### config.mk
export PLATFORM = sky130hd
export DESIGN_NAME = mpm_top
export DESIGN_NICKNAME = d
export VERILOG_FILES = /design/src/core/mpm_pkg.sv /design/src/core/mpm_top.sv
export VERILOG_INCLUDE_DIRS = /design/src /design/src/core
export SDC_FILE = /design/constraint.sdc
export NUM_CORES = 1
export LEC_CHECK = 0
export BUFFER_PORTS_ARGS = -buffer_cell sky130_fd_sc_hd__clkbuf_2
export CORE_UTILIZATION = 30
export DETAILED_ROUTE_END_ITERATION = 10
export GPL_ROUTABILITY_DRIVEN = 0
export GPL_TIMING_DRIVEN = 0
export PLACE_DENSITY = 0.47
export SYNTH_ARGS = -nofsm -noshare
export SYNTH_HDL_FRONTEND = slang
export SYNTH_SLANG_ARGS = --single-unit
### constraint.sdc
create_clock -name SYS_CLK -period 2.3 [get_ports SYS_CLK]
set_input_delay 0.115 -clock SYS_CLK [delete_from_list [all_inputs] [get_ports SYS_CLK]]
set_output_delay 0.115 -clock SYS_CLK [all_outputs]
set_load 0.02 [all_outputs]
### src/core/mpm_defines.svh
// Offsets, field positions, reset values and timing counts of the management block
`ifndef MPM_DEFINES_SVH
`define MPM_DEFINES_SVH

// Two-wire slave address of the management map
`define MPM_DEV_ADDR 7'h50

// Byte offsets of the management map
`define MPM_OFS_STATUS 3'h0
`define MPM_OFS_FLAGS 3'h1
`define MPM_OFS_CTRL 3'h2
`define MPM_OFS_MASK 3'h3
`define MPM_OFS_MON0 3'h4

// Field positions in the status byte
`define MPM_BIT_NOT_READY 0
`define MPM_BIT_ATTN 1
`define MPM_BIT_LOW_POWER 2

// Field positions in the flag and control bytes
`define MPM_BIT_RST_DONE 4
`define MPM_BIT_FORCE_LP 4

// Reset values of the writable bytes
`define MPM_CTRL_RST 8'h00
`define MPM_MASK_RST 8'h00

// Clock rate and timing
`define MPM_CLK_MHZ 100
`define MPM_RESET_MIN_NS 2000
`define MPM_INIT_NS 1000
// Least time rounds up
`define MPM_RESET_MIN_CYC ((`MPM_RESET_MIN_NS * `MPM_CLK_MHZ + 999) / 1000)
// Longest time rounds down
`define MPM_INIT_CYC ((`MPM_INIT_NS * `MPM_CLK_MHZ) / 1000)

`endif

### src/core/mpm_pkg.sv
// Types shared by the management block and its bench
package mpm_pkg;

  // Two-wire bus slave states
  typedef enum logic [2:0] {
    MPM_BUS_IDLE,
    MPM_BUS_ADDR,
    MPM_BUS_WRITE,
    MPM_BUS_ACK,
    MPM_BUS_READ,
    MPM_BUS_RACK
  } mpm_bus_st_t;

  // Module life cycle after power-up or pin reset
  typedef enum logic [1:0] {
    MPM_LIFE_INIT,
    MPM_LIFE_RUN,
    MPM_LIFE_RESET
  } mpm_life_t;

  // Per-lane receive information from the optical front end
  typedef struct packed {
    logic [3:0] below;
    logic [3:0][7:0] level;
  } mpm_lane_mon_t;

  // Whole state of the block
  typedef struct packed {
    mpm_bus_st_t st;
    mpm_life_t life;
    logic scl_q;
    logic sda_q;
    logic [3:0] cnt;
    logic [7:0] shreg;
    logic rw;
    logic ptr_set;
    logic [2:0] ptr;
    logic sda_oe;
    logic [11:0] rst_cnt;
    logic [11:0] init_cnt;
    logic not_ready;
    logic rst_done;
    logic [3:0] los_flags;
    logic [7:0] ctrl;
    logic [7:0] mask;
    logic [3:0] tx_off;
    logic low_power;
    logic rx_lost;
    logic attn_oe;
    logic present_n;
  } mpm_state_t;

endpackage : mpm_pkg

### src/core/mpm_top.sv
// Management pin logic of a four-lane pluggable transceiver with two-wire slave
`timescale 1ns/1ps
`include "mpm_defines.svh"

module mpm_top
  import mpm_pkg::*;
(
  // Clock and reset
  input wire logic SYS_CLK,
  input wire logic RSTN,
  // Two-wire serial management bus
  input wire logic SCL_IN,
  input wire logic SDA_IN,
  output logic SDA_OUT,
  output logic SDA_OE,
  // Host control pins
  input wire logic MODULE_SELECT_N,
  input wire logic MODULE_RESET_N,
  input wire logic LOW_POWER_SELECT,
  input wire logic TRANSMIT_DISABLE,
  // Host status pins
  output logic PRESENCE_N,
  output logic ATTENTION_N_OUT,
  output logic ATTENTION_N_OE,
  // Optical front end
  input wire mpm_lane_mon_t LANE_MON,
  output logic [3:0] TRANSMIT_OFF,
  output logic POWER_LIMIT,
  output logic RECEIVE_SIGNAL_LOST
);

  localparam logic [11:0] RESET_MIN = 12'(`MPM_RESET_MIN_CYC);
  localparam logic [11:0] INIT_LAST = 12'(`MPM_INIT_CYC - 1);

  mpm_state_t s_reg;
  mpm_state_t s_next;
  logic scl_rise;
  logic scl_fall;
  logic bus_start;
  logic bus_stop;
  logic rd_en;
  logic wr_en;
  logic [7:0] rd_data;

  // Map readout; monitored lane levels are read live so the host sees current values
  function automatic logic [7:0] mpm_rd_byte(
    input logic [2:0] a,
    input mpm_state_t st,
    input mpm_lane_mon_t m
  );
    logic [7:0] b;
    b = 8'h00;
    case (a)
      `MPM_OFS_STATUS: begin
        b[`MPM_BIT_NOT_READY] = st.not_ready;
        b[`MPM_BIT_ATTN] = st.attn_oe;
        b[`MPM_BIT_LOW_POWER] = st.low_power;
      end
      `MPM_OFS_FLAGS: begin
        b[3:0] = st.los_flags;
        b[`MPM_BIT_RST_DONE] = st.rst_done;
      end
      `MPM_OFS_CTRL: begin
        b = st.ctrl;
      end
      `MPM_OFS_MASK: begin
        b = st.mask;
      end
      default: begin
        b = m.level[2'(a - `MPM_OFS_MON0)];
      end
    endcase
    return b;
  endfunction : mpm_rd_byte

  // Edge and framing detection on the sampled bus lines
  assign scl_rise = ~s_reg.scl_q & SCL_IN;
  assign scl_fall = s_reg.scl_q & ~SCL_IN;
  assign bus_start = s_reg.scl_q & SCL_IN & s_reg.sda_q & ~SDA_IN;
  assign bus_stop = s_reg.scl_q & SCL_IN & ~s_reg.sda_q & SDA_IN;
  assign rd_data = mpm_rd_byte(s_reg.ptr, s_reg, LANE_MON);

  // Next-state logic for bus slave, life cycle, flags and pins
  always_comb begin
    s_next = s_reg;
    rd_en = 1'b0;
    wr_en = 1'b0;
    s_next.scl_q = SCL_IN;
    s_next.sda_q = SDA_IN;

    // Two-wire slave; deselected or in reset it drops any transfer in flight
    if (MODULE_SELECT_N || s_reg.life == MPM_LIFE_RESET) begin
      s_next.st = MPM_BUS_IDLE;
      s_next.sda_oe = 1'b0;
    end else if (bus_start) begin
      s_next.st = MPM_BUS_ADDR;
      s_next.cnt = 4'h0;
      s_next.sda_oe = 1'b0;
    end else if (bus_stop) begin
      s_next.st = MPM_BUS_IDLE;
      s_next.sda_oe = 1'b0;
    end else begin
      case (s_reg.st)
        MPM_BUS_IDLE: begin
          s_next.sda_oe = 1'b0;
        end
        MPM_BUS_ADDR, MPM_BUS_WRITE: begin
          if (scl_rise) begin
            s_next.shreg = {s_reg.shreg[6:0], SDA_IN};
            s_next.cnt = s_reg.cnt + 4'h1;
          end else if (scl_fall && s_reg.cnt == 4'h8) begin
            if (s_reg.st == MPM_BUS_ADDR) begin
              // Foreign address: stay silent until the next start
              if (s_reg.shreg[7:1] == `MPM_DEV_ADDR) begin
                s_next.rw = s_reg.shreg[0];
                s_next.ptr_set = s_reg.shreg[0] ? s_reg.ptr_set : 1'b0;
                s_next.sda_oe = 1'b1;
                s_next.st = MPM_BUS_ACK;
              end else begin
                s_next.st = MPM_BUS_IDLE;
              end
            end else begin
              // First written byte is the pointer, later ones are data
              if (!s_reg.ptr_set) begin
                s_next.ptr = s_reg.shreg[2:0];
                s_next.ptr_set = 1'b1;
              end else begin
                wr_en = 1'b1;
                s_next.ptr = s_reg.ptr + 3'h1;
              end
              s_next.sda_oe = 1'b1;
              s_next.st = MPM_BUS_ACK;
            end
          end
        end
        MPM_BUS_ACK: begin
          // Acknowledge held through one low and one high clock phase, until the next falling edge
          if (scl_fall) begin
            s_next.cnt = 4'h0;
            if (s_reg.rw) begin
              rd_en = 1'b1;
              s_next.shreg = rd_data;
              s_next.ptr = s_reg.ptr + 3'h1;
              s_next.sda_oe = ~rd_data[7];
              s_next.st = MPM_BUS_READ;
            end else begin
              s_next.sda_oe = 1'b0;
              s_next.st = MPM_BUS_WRITE;
            end
          end
        end
        MPM_BUS_READ: begin
          // Data bits change only while the clock is low
          if (scl_rise) begin
            s_next.cnt = s_reg.cnt + 4'h1;
          end else if (scl_fall) begin
            if (s_reg.cnt == 4'h8) begin
              s_next.sda_oe = 1'b0;
              s_next.st = MPM_BUS_RACK;
            end else begin
              s_next.shreg = {s_reg.shreg[6:0], 1'b0};
              s_next.sda_oe = ~s_reg.shreg[6];
            end
          end
        end
        MPM_BUS_RACK: begin
          // Host acknowledge asks for another byte, a nack ends the read
          if (scl_rise) begin
            s_next.st = SDA_IN ? MPM_BUS_IDLE : MPM_BUS_ACK;
          end
        end
        default: begin
          s_next.st = MPM_BUS_IDLE;
          s_next.sda_oe = 1'b0;
        end
      endcase
    end

    // Software writes reach only the control and mask bytes
    if (wr_en) begin
      if (s_reg.ptr == `MPM_OFS_CTRL) begin
        s_next.ctrl = s_reg.shreg;
      end
      if (s_reg.ptr == `MPM_OFS_MASK) begin
        s_next.mask = s_reg.shreg;
      end
    end

    // Latched flags clear on read; a new event in that cycle still sets
    if (rd_en && s_reg.ptr == `MPM_OFS_FLAGS) begin
      s_next.los_flags = 4'h0;
      s_next.rst_done = 1'b0;
    end
    for (int i = 0; i < 4; i++) begin
      if (LANE_MON.below[i] && s_reg.life == MPM_LIFE_RUN) begin
        s_next.los_flags[i] = 1'b1;
      end
    end

    // Life cycle; power-up starts here too, so completion needs no pin reset
    case (s_reg.life)
      MPM_LIFE_INIT: begin
        if (s_reg.init_cnt >= INIT_LAST) begin
          s_next.life = MPM_LIFE_RUN;
          s_next.not_ready = 1'b0;
          s_next.rst_done = 1'b1;
        end else begin
          s_next.init_cnt = s_reg.init_cnt + 12'h001;
        end
      end
      MPM_LIFE_RUN: begin
        s_next.init_cnt = 12'h000;
      end
      MPM_LIFE_RESET: begin
        // Initialisation begins when the reset pin is released
        if (MODULE_RESET_N) begin
          s_next.life = MPM_LIFE_INIT;
          s_next.init_cnt = 12'h000;
        end
      end
      default: begin
        s_next.life = MPM_LIFE_INIT;
      end
    endcase

    // Reset pin filter: only a low lasting beyond the minimum resets
    if (!MODULE_RESET_N) begin
      if (s_reg.rst_cnt >= RESET_MIN) begin
        s_next.life = MPM_LIFE_RESET;
        s_next.not_ready = 1'b1;
        s_next.rst_done = 1'b0;
        s_next.los_flags = 4'h0;
        s_next.ctrl = `MPM_CTRL_RST;
        s_next.mask = `MPM_MASK_RST;
        s_next.ptr = 3'h0;
        s_next.ptr_set = 1'b0;
        s_next.init_cnt = 12'h000;
      end else begin
        s_next.rst_cnt = s_reg.rst_cnt + 12'h001;
      end
    end else begin
      s_next.rst_cnt = 12'h000;
    end

    // Attention pulls low while any unmasked latched flag is pending
    s_next.attn_oe = s_next.rst_done | |(s_next.los_flags & ~s_next.mask[3:0]);
    if (s_next.life == MPM_LIFE_RESET) begin
      s_next.attn_oe = 1'b0;
    end

    // Pin outputs; a lane transmitter is dark if either disable source asks
    for (int i = 0; i < 4; i++) begin
      s_next.tx_off[i] = TRANSMIT_DISABLE | s_next.ctrl[i];
    end
    s_next.low_power = LOW_POWER_SELECT | s_next.ctrl[`MPM_BIT_FORCE_LP];
    s_next.rx_lost = |LANE_MON.below;
    s_next.present_n = 1'b0;
  end

  // State register; reset leaves the module in initialisation, not ready
  always_ff @(posedge SYS_CLK) begin
    if (!RSTN) begin
      s_reg <= '0;
      s_reg.not_ready <= 1'b1;
      s_reg.scl_q <= 1'b1;
      s_reg.sda_q <= 1'b1;
      s_reg.tx_off <= 4'hF;
    end else begin
      s_reg <= s_next;
    end
  end

  // Open-drain lines only ever pull low; the host board provides the pull-up
  assign SDA_OUT = 1'b0;
  assign SDA_OE = s_reg.sda_oe;
  assign ATTENTION_N_OUT = 1'b0;
  assign ATTENTION_N_OE = s_reg.attn_oe;
  assign PRESENCE_N = s_reg.present_n;
  assign TRANSMIT_OFF = s_reg.tx_off;
  assign POWER_LIMIT = s_reg.low_power;
  assign RECEIVE_SIGNAL_LOST = s_reg.rx_lost;

endmodule : mpm_top

## Yosys cells after proc, flatten, opt, wreduce, memory -nomap -nowiden

Index checks and enable logic that the tools add are counted.

| storage, ports and cells | value |
|---|---|
| register bits | 79 |
| input port bits | 44 |
| output and inout port bits | 11 |
| word-level logic and storage cells | 215 |

| operators by class | value |
|---|---|
| $add $sub $neg | 5 |
| $lt $le $gt $ge | 3 |
| equality and inequality tests | 37 |
| mux-type cells | 93 |
| bitwise logic cells | 28 |
| reductions and logical operators | 26 |

Operators by type and width:

| cell | number |
|---|---|
| 12-bit one-hot mux with 3 select lines | 2 |
| 34-bit 2-to-1 mux | 2 |
| 8-bit 2-to-1 mux | 7 |
| 12-bit 2-to-1 mux | 4 |
| 3-bit 2-to-1 mux | 14 |
| 2-bit 2-to-1 mux | 17 |
| 4-bit 2-to-1 mux | 7 |
| 4-bit != test (second input constant) | 7 |
| 1-bit 2-to-1 mux | 27 |
| 12-bit by 1-bit adder with 12-bit output (second input constant) | 2 |
| 8-bit AND reduction | 3 |
| 2-bit != test (second input constant) | 11 |
| 17-bit 2-to-1 mux | 1 |
| 8-bit binary-select mux with 2-bit select | 1 |
| 16-bit 2-to-1 mux | 1 |
| 3-bit != test (second input constant) | 5 |
| 3-bit one-hot mux with 5 select lines | 1 |
| 1-bit NOT | 13 |
| 3-bit by 2-bit == test with 1-bit output (second input constant) | 4 |
| 12-bit by 7-bit >= comparator with 1-bit output (second input constant) | 1 |
| 12-bit by 8-bit >= comparator with 1-bit output (second input constant) | 1 |
| 6-bit 2-to-1 mux | 2 |
| 3-bit one-hot mux with 4 select lines | 1 |
| 4-bit OR reduction | 3 |
| 31 further kinds | 55 |

## Logic depth before layout (Yosys ltp)

Gate-level depths: netlist of run 1.

| logic depth | value |
|---|---|
| depth in word-level cells | 18 |
| gate-level depth with buffers | 9 |

## Worst setup path before layout of run 1

No wires, ideal clock.

| timing path | value |
|---|---|
| path type | reg-to-reg |
| start point | register s_reg[30] (netlist name) |
| end point | register s_reg[34] (netlist name) |
| library setup time | 0.091 ns |
| data arrival time | 2.124 ns |
| data required time | 2.209 ns |
| slack | 0.085 ns |
| cell stages (with the launch flop) | 8 |
| clock period less this slack | 2.215 ns |
| cell sequence | dfxtp_1 -> ha_1 -> or4_4 -> a311oi_4 -> and2_4 -> and4_1 -> nor2_1 -> a311oi_1 |

| between the ends | value |
|---|---|
| word-level cells in the longest chain between the ends | 5 |

RTL lines:

| what | line | RTL |
|---|---|---|
| from (decl) | mpm_top.sv:35 | `mpm_state_t s_reg;` |
| from (signal assigned) | mpm_top.sv:269 | `s_reg <= s_next;` |
| 12-bit by 1-bit adder with 12-bit output or 12-bit by 7-bit >= comparator with 1-bit output (tied branches) | mpm_top.sv:208, mpm_top.sv:203 |  |
| 12-bit 2-to-1 mux (*) | mpm_top.sv:203 | `if (s_reg.init_cnt >= INIT_LAST) begin` |
| 12-bit one-hot mux with 3 select lines (*) | mpm_top.sv:201 | `case (s_reg.life)` |
| 34-bit 2-to-1 mux | mpm_top.sv:228 | `if (s_reg.rst_cnt >= RESET_MIN) begin` |
| 34-bit 2-to-1 mux (*) | mpm_top.sv:227 | `if (!MODULE_RESET_N) begin` |

Mark *: on every way between the ends. The rest lies on a longest branch, timed or not.
A chain may end at the register's enable or synchronous reset.

## Final worst setup path of run 1

| timing path | value |
|---|---|
| start point | register s_reg[68] (netlist name) |
| end point | register s_reg, in the netlist ATTENTION_N_OE |

| between the ends | value |
|---|---|
| word-level cells in the longest chain between the ends | 15 |

RTL lines:

| what | line | RTL |
|---|---|---|
| 4-bit == test (*) | mpm_top.sv:111 | `end else if (scl_fall && s_reg.cnt == 4'h8) begin` |
| 1-bit logical AND (*) | mpm_top.sv:111 |  |
| 1-bit 2-to-1 mux (*) | mpm_top.sv:111 |  |
| 1-bit 2-to-1 mux (*) | mpm_top.sv:108 | `if (scl_rise) begin` |
| 1-bit 2-to-1 mux (*) | mpm_top.sv:103 | `case (s_reg.st)` |
| 1-bit 2-to-1 mux (*) | mpm_top.sv:99 | `end else if (bus_stop) begin` |
| 1-bit 2-to-1 mux (*) | mpm_top.sv:95 | `end else if (bus_start) begin` |
| 1-bit 2-to-1 mux (*) | mpm_top.sv:92 | `if (MODULE_SELECT_N \|\| s_reg.life == MPM_LIFE_RESET) begin` |
| 16-bit 2-to-1 mux (*) | mpm_top.sv:180 | `if (wr_en) begin` |
| 34-bit 2-to-1 mux | mpm_top.sv:228 |  |
| 34-bit 2-to-1 mux (*) | mpm_top.sv:227 |  |
| 4-bit NOT (*) | mpm_top.sv:246 | `s_next.attn_oe = s_next.rst_done \| \|(s_next.los_flags & ~s_next.mask[3:0]);` |
| 4-bit bitwise AND (*) | mpm_top.sv:246 |  |
| 4-bit OR reduction (*) | mpm_top.sv:246 |  |
| 1-bit OR (*) | mpm_top.sv:246 |  |

Marked as above.

==> results.toml, run 1 <==
[layout]
n_antenna_cell = 0
final_cell_mix = "74 x dfxtp_1, 66 x nor2_1, 54 x clkbuf_2"
finalCoreUtilization = 0.389
largest_register_ffs = 70
final_layout_size_suffix_gt1_frac = 0.253
finalNetCount = 603
multi_input_area_mm2 = 0.00251
nFillCells = 1358
area_growth_pct = 25.8
regArea_mm2 = 0.00157
layout_commonest_cell = "dfxtp_1"

[logic_synthesis]
ys_seq_area_frac = 0.379
syn_area_mm2 = 0.00412
ys_seq_elements = 78
synth_flop_cell = "dfxtp_1"
async_flop_share = 0
synthesis.instances = 470
avgSynthCellArea_um2 = 8.76
synthDistinctLibCells = 66
synth_enable_flop_cells = 0
ys_warn_count = 0

[critical_path]
crit_start = "s_reg[68]$_SDFFE_PN0P_"
r2r_start = "s_reg[68]$_SDFFE_PN0P_"
worst_r2r_endpoint = "ATTENTION_N_OE$_SDFF_PP0_"
reg2reg_depth = 9
end_kind = "register"
worst_ep_arrival_time_ns = 2.43
crit_type = "register to register"
cp_max_fo = 5
rrSetupSlack_ns = 0.08
crit_required_ns = 2.51
startpoint_type = "register"

[power]
p_per_area_mw_per_mm2 = 571
p_leak_nw = 2.13
ir_drop_uv = 315

[min_path]
hp-class = "input port to register"
min_from = "LANE_MON[32]"
hold_depth = 3
min_to = "RECEIVE_SIGNAL_LOST$_SDFF_PN0_"

[placement]
hpwl_um = 8450
portBuffers = 49

[global_route]
grt_pass1_wl_um = 18700
grt_pass1_vias = 3648
overflow = 0
antenna_found_initial = 0
grt_max_degree = 14
grt_usage = 0.171

[floorplanning]
num_rows = 42
start_util = 0.310
io_pins = 55
die_h_um = 119
die_area_mm2 = 0.0142
core-area_mm2 = 0.0133
die_w_um = 119

[detailed_routing]
drt_wl_total_um = 11700
drtIter0Drc = 279
wire_per_inst_um = 16.0
via_per_inst = 5.21
drtAntennaViolNets = 0
drc = 0
vias = 3800
drt_first_pass_iters = 6

[timing]
fin_skew_ns = 0.00537
rsz0062_at_grt = "true"
finalMaxSlewViolations = 0
hold_viol_final = 0
fmax_mhz = 451
relSlewSlack = 0.526
setup_viol = 0
max_slew.worst_pin.slew_ns = 0.704
fin_hold_ws_ns = 0.00782
post-route-period-util = 0.963
period_needed_ns = 2.22

[clocking]
cts.sinks = 78
clkTransAtPathRegs_ns = 0.06
clock_latency_ns = 0.35
cts_buffers = 9
htree_levels = 3
tritoncts = "yes"
cts_root_buffer = "clkbuf_16"
cts_max_path_buffers = 2

[run_status]
status = "finished, final reports clean"

[job]
maxCapViolCount = 0
-- how the worst max path moves through the flow --
stage / end / slack [ns]
3_5_place_dp: POWER_LIMIT$_SDFF_PN0_ / -0.54
2_1_floorplan: s_reg[34]$_SDFF_PN0_ / 0.09
6_report: ATTENTION_N_OE$_SDFF_PP0_ / 0.08
3_3_place_gp: POWER_LIMIT$_SDFF_PN0_ / -0.56
4_1_cts: SDA_OE$_SDFFE_PP0P_ / 0.003
5_1_grt: ATTENTION_N_OE$_SDFF_PP0_ / -0.07
-- stage by stage --
| step | std cells | TNS (ns) | setup WS [ns] | instance area, um^2 | power [mW] |
|---|---|---|---|---|---|
| after floorplan | 472 | 0 | 0.0854 | 4120 | 1.53 |
| after global placement | 697 | -8.49 | -0.561 | 4590 | 1.62 |
| after detailed placement | 697 | -8.61 | -0.544 | 4590 | 1.62 |
| after CTS | 717 | 0 | 0.00318 | 5000 | 2.99 |
| after global routing | 730 | -0.0731 | -0.0731 | 5180 | 3.06 |
| final | 730 | 0 | 0.0844 | 5180 | 2.95 |
-- layout make-up --
type	instances	share of cell area
multi-input cells	351	0.484
flip-flops and latches	78	0.304
repair buffers	66	0.0737
clock buffers	11	0.0469
well taps	176	0.0425
plain buffers	27	0.0307
inverters	16	0.0116
clock inverters	5	0.00677
-- worst max-delay path, stage by stage, from the launching register on --
cell and delay (ns):
dfxtp_4 0.36, inv_2 0.06, ha_4 0.12, nand3b_1 0.22, nor3_4 0.29, buf_6 0.15
nand3_4 0.13, mux2i_4 0.23, a222oi_1 0.36, a41oi_1 0.16
-- where the power goes --
group	total [mW]	leakage [nW]	switching (mW)	internal [mW]
Sequential	1.38	0.634	0.0121	1.36
Clock	1.35	0.135	0.594	0.761
Combinational	0.222	1.36	0.126	0.0969
-- synthesized netlist by cell type, drive strengths merged (7+ instances only) --
library cell	instances	area (um^2)
and3	7	43.8
mux2i	26	260
and2	8	52.6
mux4	8	180
clkbuf	15	56.3
inv	16	60.1
dfxtp	78	1560
nand3	13	65.1
a21oi	31	155
nor3	8	45.0
ha	10	125
a222oi	8	80.1
nand2	32	120
nor2b	10	62.6
o21ai	26	130
nor2	66	248
nand2b	8	50.1
buf	12	77.6
-- cell families after synthesis --
group	after synthesis	synth area share
other	1	0.000911
buffers and inverters	43	0.0471
multiplexers	35	0.110
AND/OR/NAND/NOR	178	0.214
adder cells (fa/ha/maj)	11	0.0328
flip-flops	78	0.379
XOR/XNOR	7	0.0149
AO/OA/AOI/OAI	117	0.201
-- metal layers --
| layer | track usage | routed length [um] | share of wire | up-vias |
|---|---|---|---|---|
| met5 | 0 | 0 | 0 | - |
| met4 | 0.0625 | 241 | 0.021 | 0 |
| met3 | 0.0407 | 428 | 0.037 | 14 |
| met2 | 0.275 | 5490 | 0.47 | 82 |
| met1 | 0.221 | 5540 | 0.47 | 1832 |
| li1 | - | - | - | 1872 |
-- repair_timing --
| item | CTS | global route |
|---|---|---|
| endpoints found under the setup margin | 38 | 21 |
| buffers inserted | 2 | 13 |
| hold buffers | 2 | 0 |
| gates resized for setup | 22 | 36 |
| pin swaps | 2 | 10 |
| endpoints found under the hold margin | 4 | 0 |
Note: power is estimated with default switching activity, not from simulation.
==> inputs of run 2 (changes only) <==
--- a/config.mk
+++ b/config.mk
@@ -7,11 +7,13 @@
 export NUM_CORES = 1
 export LEC_CHECK = 0
 export BUFFER_PORTS_ARGS = -buffer_cell sky130_fd_sc_hd__clkbuf_2
+export CORE_ASPECT_RATIO = 1.25
 export CORE_UTILIZATION = 30
 export DETAILED_ROUTE_END_ITERATION = 10
 export GPL_ROUTABILITY_DRIVEN = 0
 export GPL_TIMING_DRIVEN = 0
 export PLACE_DENSITY = 0.47
+export REMOVE_ABC_BUFFERS = 1
 export SYNTH_ARGS = -nofsm -noshare
 export SYNTH_HDL_FRONTEND = slang
 export SYNTH_SLANG_ARGS = --single-unit
==> results.toml, run 2 (synthesized netlist as in run 1, its figures left out) <==
[global_route]
grt_pass1_wl_um = 18200
grt_usage = 0.165
overflow = 0
grt_max_degree = 35
grt_pass1_vias = 3586
antenna_found_initial = 0

[clocking]
tritoncts = "yes"
cts_buffers = 9
cts.sinks = 78
clkTransAtPathRegs_ns = 0.06
cts_root_buffer = "clkbuf_16"
cts_max_path_buffers = 2
clock_latency_ns = 0.33
htree_levels = 3

[floorplanning]
io_pins = 55
die_h_um = 133
die_w_um = 107
core-area_mm2 = 0.0133
start_util = 0.310
num_rows = 47
die_area_mm2 = 0.0142

[detailed_routing]
drt_first_pass_iters = 7
wire_per_inst_um = 16.1
drtIter0Drc = 291
via_per_inst = 5.22
drtAntennaViolNets = 0
drt_wl_total_um = 11200
drc = 0
vias = 3640

[placement]
dp_slack_ns = -0.803
hpwl_um = 8170
dp_cells = 668
portBuffers = 51

[critical_path]
startpoint_type = "register"
crit_path_max_incr_delay_ns = 0.55
cp_slowest_cell = "or4_4"
end_kind = "register"
crit_type = "register to register"
worst_ep_arrival_time_ns = 2.43
crit_required_ns = 2.54
cp_top_family = "simple AND/OR/NAND/NOR gates"
cp_max_fo = 5
crit_path_cell_trace = "ha_2 -> or4_4 -> a311oi_4 -> and2_4 -> and4_1 -> nor2_1 -> a311oi_1"
worst-path-buf-inv = 0

[layout]
n_antenna_cell = 0
finalNetCount = 575
area_growth_pct = 22.0
finalNonFillerCells = 697
largest_register_ffs = 70
final_cell_mix = "73 x dfxtp_1, 66 x nor2_1, 51 x clkbuf_2"
final_layout_size_suffix_gt1_frac = 0.215
layout_commonest_cell = "dfxtp_1"

[timing]
hold_viol_final = 0
finalMaxSlewViolations = 0
fmax_mhz = 456
fin_skew_ns = 0.00527
max_slew.worst_pin.slew_ns = 0.627
post-route-period-util = 0.954
fin_hold_ws_ns = 0.0120
fin_ws_ns = 0.107
setup_viol = 0
period_needed_ns = 2.19
relSlewSlack = 0.577

[power]
p_per_area_mw_per_mm2 = 600
ir_drop_uv = 315
p_leak_nw = 2.03

[min_path]
hp-class = "input port to register"

[run_status]
status = "finished, final reports clean"

[job]
maxCapViolCount = 0
-- run 2: routing by layer --
layer  vias up  routed length, um  track usage
met3        11                389       0.0281
met1      1749               4880        0.198
met5         -                  0            0
li1       1814                  -            -
met2        66               5730        0.286
met4         0                209       0.0738
-- run 2: metrics by stage --
stage	setup TNS, ns	instance area (um^2)	utilization	power [mW]
after floorplan	-0.518	3990	-	1.51
after global placement	-38.65	4460	0.335	1.60
after detailed placement	-15.06	4490	0.338	1.61
after CTS	0	4880	0.367	3.05
after global routing	-0.0218	5020	0.378	3.14
final	0	5020	0.378	3.01
-- run 2: worst reg2reg max path, delay by kind of cell, from the launching register on --
kind	cells	cell delay [ns]
and+or+nand+nor	4	1.05
AOI/OAI and AO/OA	2	0.50
DFF	1	0.34
adders and majority gates	1	0.23
-- run 2: area by class of cell --
cell class / instances / area, um^2
fill: 1403 / 8270
sequential: 78 / 1580
inverter: 16 / 60.1
clock buffer: 10 / 229
clock inverter: 6 / 68.8
multi-input combinational: 351 / 2480
tap: 171 / 214
timing repair buffer: 65 / 394
-- run 2: final timing paths --
| kind | end | slack [ns] | from | cells after the start |
|---|---|---|---|---|
| hold / removal | RECEIVE_SIGNAL_LOST$_SDFF_PN0_ | 0.01 | LANE_MON[35] | 3 |
| setup / recovery | s_reg[34]$_SDFF_PN0_ | 0.11 | s_reg[30]$_SDFF_PN0_ | 7 |
| hold reg to reg | s_reg[40]$_SDFF_PN0_ | 0.45 | s_reg[40]$_SDFF_PN0_ | 1 |
| setup reg to reg | s_reg[34]$_SDFF_PN0_ | 0.11 | s_reg[30]$_SDFF_PN0_ | 7 |
-- run 2: where the power goes --
group | internal (mW) | switching (mW) | leakage (nW)
registers | 1.36 | 0.0191 | 0.635
logic | 0.0875 | 0.112 | 1.25
clock network | 0.848 | 0.580 | 0.143
total | 2.30 | 0.711 | 2.03
-- run 2: what timing repair did --
action                                  4_1_cts  5_1_grt
endpoints found under the setup margin       41       15
setup buffers                                 2        9
endpoints found under the hold margin         2        0
hold buffers                                  2        0
pin swaps                                     2        4
resized for setup                            16       14
==> inputs of run 3 (changes only) <==
--- a/config.mk
+++ b/config.mk
@@ -8,11 +8,11 @@
 export LEC_CHECK = 0
 export BUFFER_PORTS_ARGS = -buffer_cell sky130_fd_sc_hd__clkbuf_2
 export CORE_ASPECT_RATIO = 1.25
-export CORE_UTILIZATION = 30
+export CORE_UTILIZATION = 40
 export DETAILED_ROUTE_END_ITERATION = 10
 export GPL_ROUTABILITY_DRIVEN = 0
 export GPL_TIMING_DRIVEN = 0
-export PLACE_DENSITY = 0.47
+export PLACE_DENSITY = 0.59
 export REMOVE_ABC_BUFFERS = 1
 export SYNTH_ARGS = -nofsm -noshare
 export SYNTH_HDL_FRONTEND = slang
==> results.toml, run 3 (synthesized netlist as in run 1, its figures left out) <==
[run_status]
status = "finished, final reports clean"

[clocking]
clkTransAtPathRegs_ns = 0.06
clock_latency_ns = 0.34
cts_buffers = 9
tritoncts = "yes"
cts_max_path_buffers = 2
htree_levels = 3
cts_root_buffer = "clkbuf_16"
cts.sinks = 78

[critical_path]
startpoint_type = "register"
crit_type = "register to register"
cp_max_fo = 5
crit_required_ns = 2.56
end_kind = "register"
worst_ep_arrival_time_ns = 2.48

[floorplanning]
die_h_um = 115
core-area_mm2 = 0.0101
io_pins = 55
num_rows = 41
start_util = 0.409
die_area_mm2 = 0.0107
die_w_um = 92.7

[global_route]
antenna_found_initial = 0
grt_pass1_vias = 3381
grt_max_degree = 23
grt_pass1_wl_um = 16700
grt_usage = 0.201
overflow = 0

[timing]
max_slew.worst_pin.slew_ns = 0.739
period_needed_ns = 2.23
fin_hold_ws_ns = 0.0166
finalMaxSlewViolations = 0
fmax_mhz = 449
post-route-period-util = 0.968
fin_skew_ns = 0.00735
fin_ws_ns = 0.0727
relSlewSlack = 0.502
hold_viol_final = 0
setup_viol = 0
rsz0062_at_grt = "true"

[power]
power.switching_mw = 0.717
seq_power_share = 0.455
p_int_mw = 2.32
p_per_area_mw_per_mm2 = 616
p_leak_nw = 2.02
ir_drop_uv = 337
power.total_mw = 3.04
clock_power_share = 0.482
comb_power_share = 0.064
switching_share = 0.236

[layout]
finalNonFillerCells = 654
final_cell_mix = "73 x dfxtp_1, 66 x nor2_1, 51 x clkbuf_2"
finalNetCount = 574
area_growth_pct = 20.0
layout_commonest_cell = "dfxtp_1"
largest_register_ffs = 70
n_antenna_cell = 0
finalCoreUtilization = 0.491
final_layout_size_suffix_gt1_frac = 0.215

[detailed_routing]
drt_wl_total_um = 10300
drtAntennaViolNets = 0
vias = 3637
drtIter0Drc = 182
wire_per_inst_um = 15.7
drt_first_pass_iters = 5
drc = 0
via_per_inst = 5.56

[min_path]
hp-class = "input port to register"

[placement]
dp_slack_ns = -0.672
dp_cells = 626
hpwl_um = 7370
portBuffers = 51

[job]
maxCapViolCount = 0
[run 3: area by class of cell]
class | count | area [um^2]
inverter | 16 | 60.1
fill | 990 | 5120
sequential | 78 | 1580
timing repair buffer | 64 | 375
tap | 129 | 161
clock buffer | 10 | 239
clock inverter | 6 | 68.8
multi-input combinational | 351 | 2460
[run 3: what timing repair did]
item                       in CTS  in global routing
pin swaps                       1                  3
hold endpoints to repair        3                  0
setup buffers                   2                  9
gates resized for setup        16                 11
setup endpoints to repair      41                 12
hold buffers                    1                  0
[run 3: power by group through the flow]
stage	Sequential [mW]	Clock (mW)	Combinational, mW
floorplan	1.42	0	0.0973
global placement	1.41	0	0.180
detailed placement	1.42	0	0.190
CTS	1.38	1.48	0.194
global route	1.38	1.54	0.215
finish	1.38	1.47	0.194
[run 3: final timing paths]
| kind | endpoint | startpoint | cells after the start | slack [ns] |
|---|---|---|---|---|
| setup / recovery | s_reg[34]$_SDFF_PN0_ | s_reg[30]$_SDFF_PN0_ | 7 | 0.07 |
| hold / removal | POWER_LIMIT$_SDFF_PN0_ | LOW_POWER_SELECT | 2 | 0.02 |
| setup reg to reg | s_reg[34]$_SDFF_PN0_ | s_reg[30]$_SDFF_PN0_ | 7 | 0.07 |
| hold reg to reg | s_reg[40]$_SDFF_PN0_ | s_reg[40]$_SDFF_PN0_ | 1 | 0.45 |
[run 3: per-stage QoR]
| stage | TNS [ns] | area [um^2] |
|---|---|---|
| after global routing | -0.0492 | 4940 |
| after CTS | 0 | 4830 |
| after detailed placement | -9.98 | 4440 |
| after floorplan | -0.518 | 3990 |
| after global placement | -30.32 | 4410 |
| final | 0 | 4940 |
[run 3: per-layer routing]
metal	global-route usage	vias to the layer above	routed length (um)
met4	0.0749	0	157
li1	-	1812	-
met5	0	-	0
met2	0.333	97	5040
met3	0.0390	15	522
met1	0.258	1713	4570
[run 3: critical path, cell delays in order (launching register included)]
cell and delay [ns]:
dfxtp_1 0.34, ha_1 0.26, or4_4 0.56, a311oi_4 0.27
and2_4 0.22, and4_1 0.22, nor2_1 0.05, a311oi_1 0.22
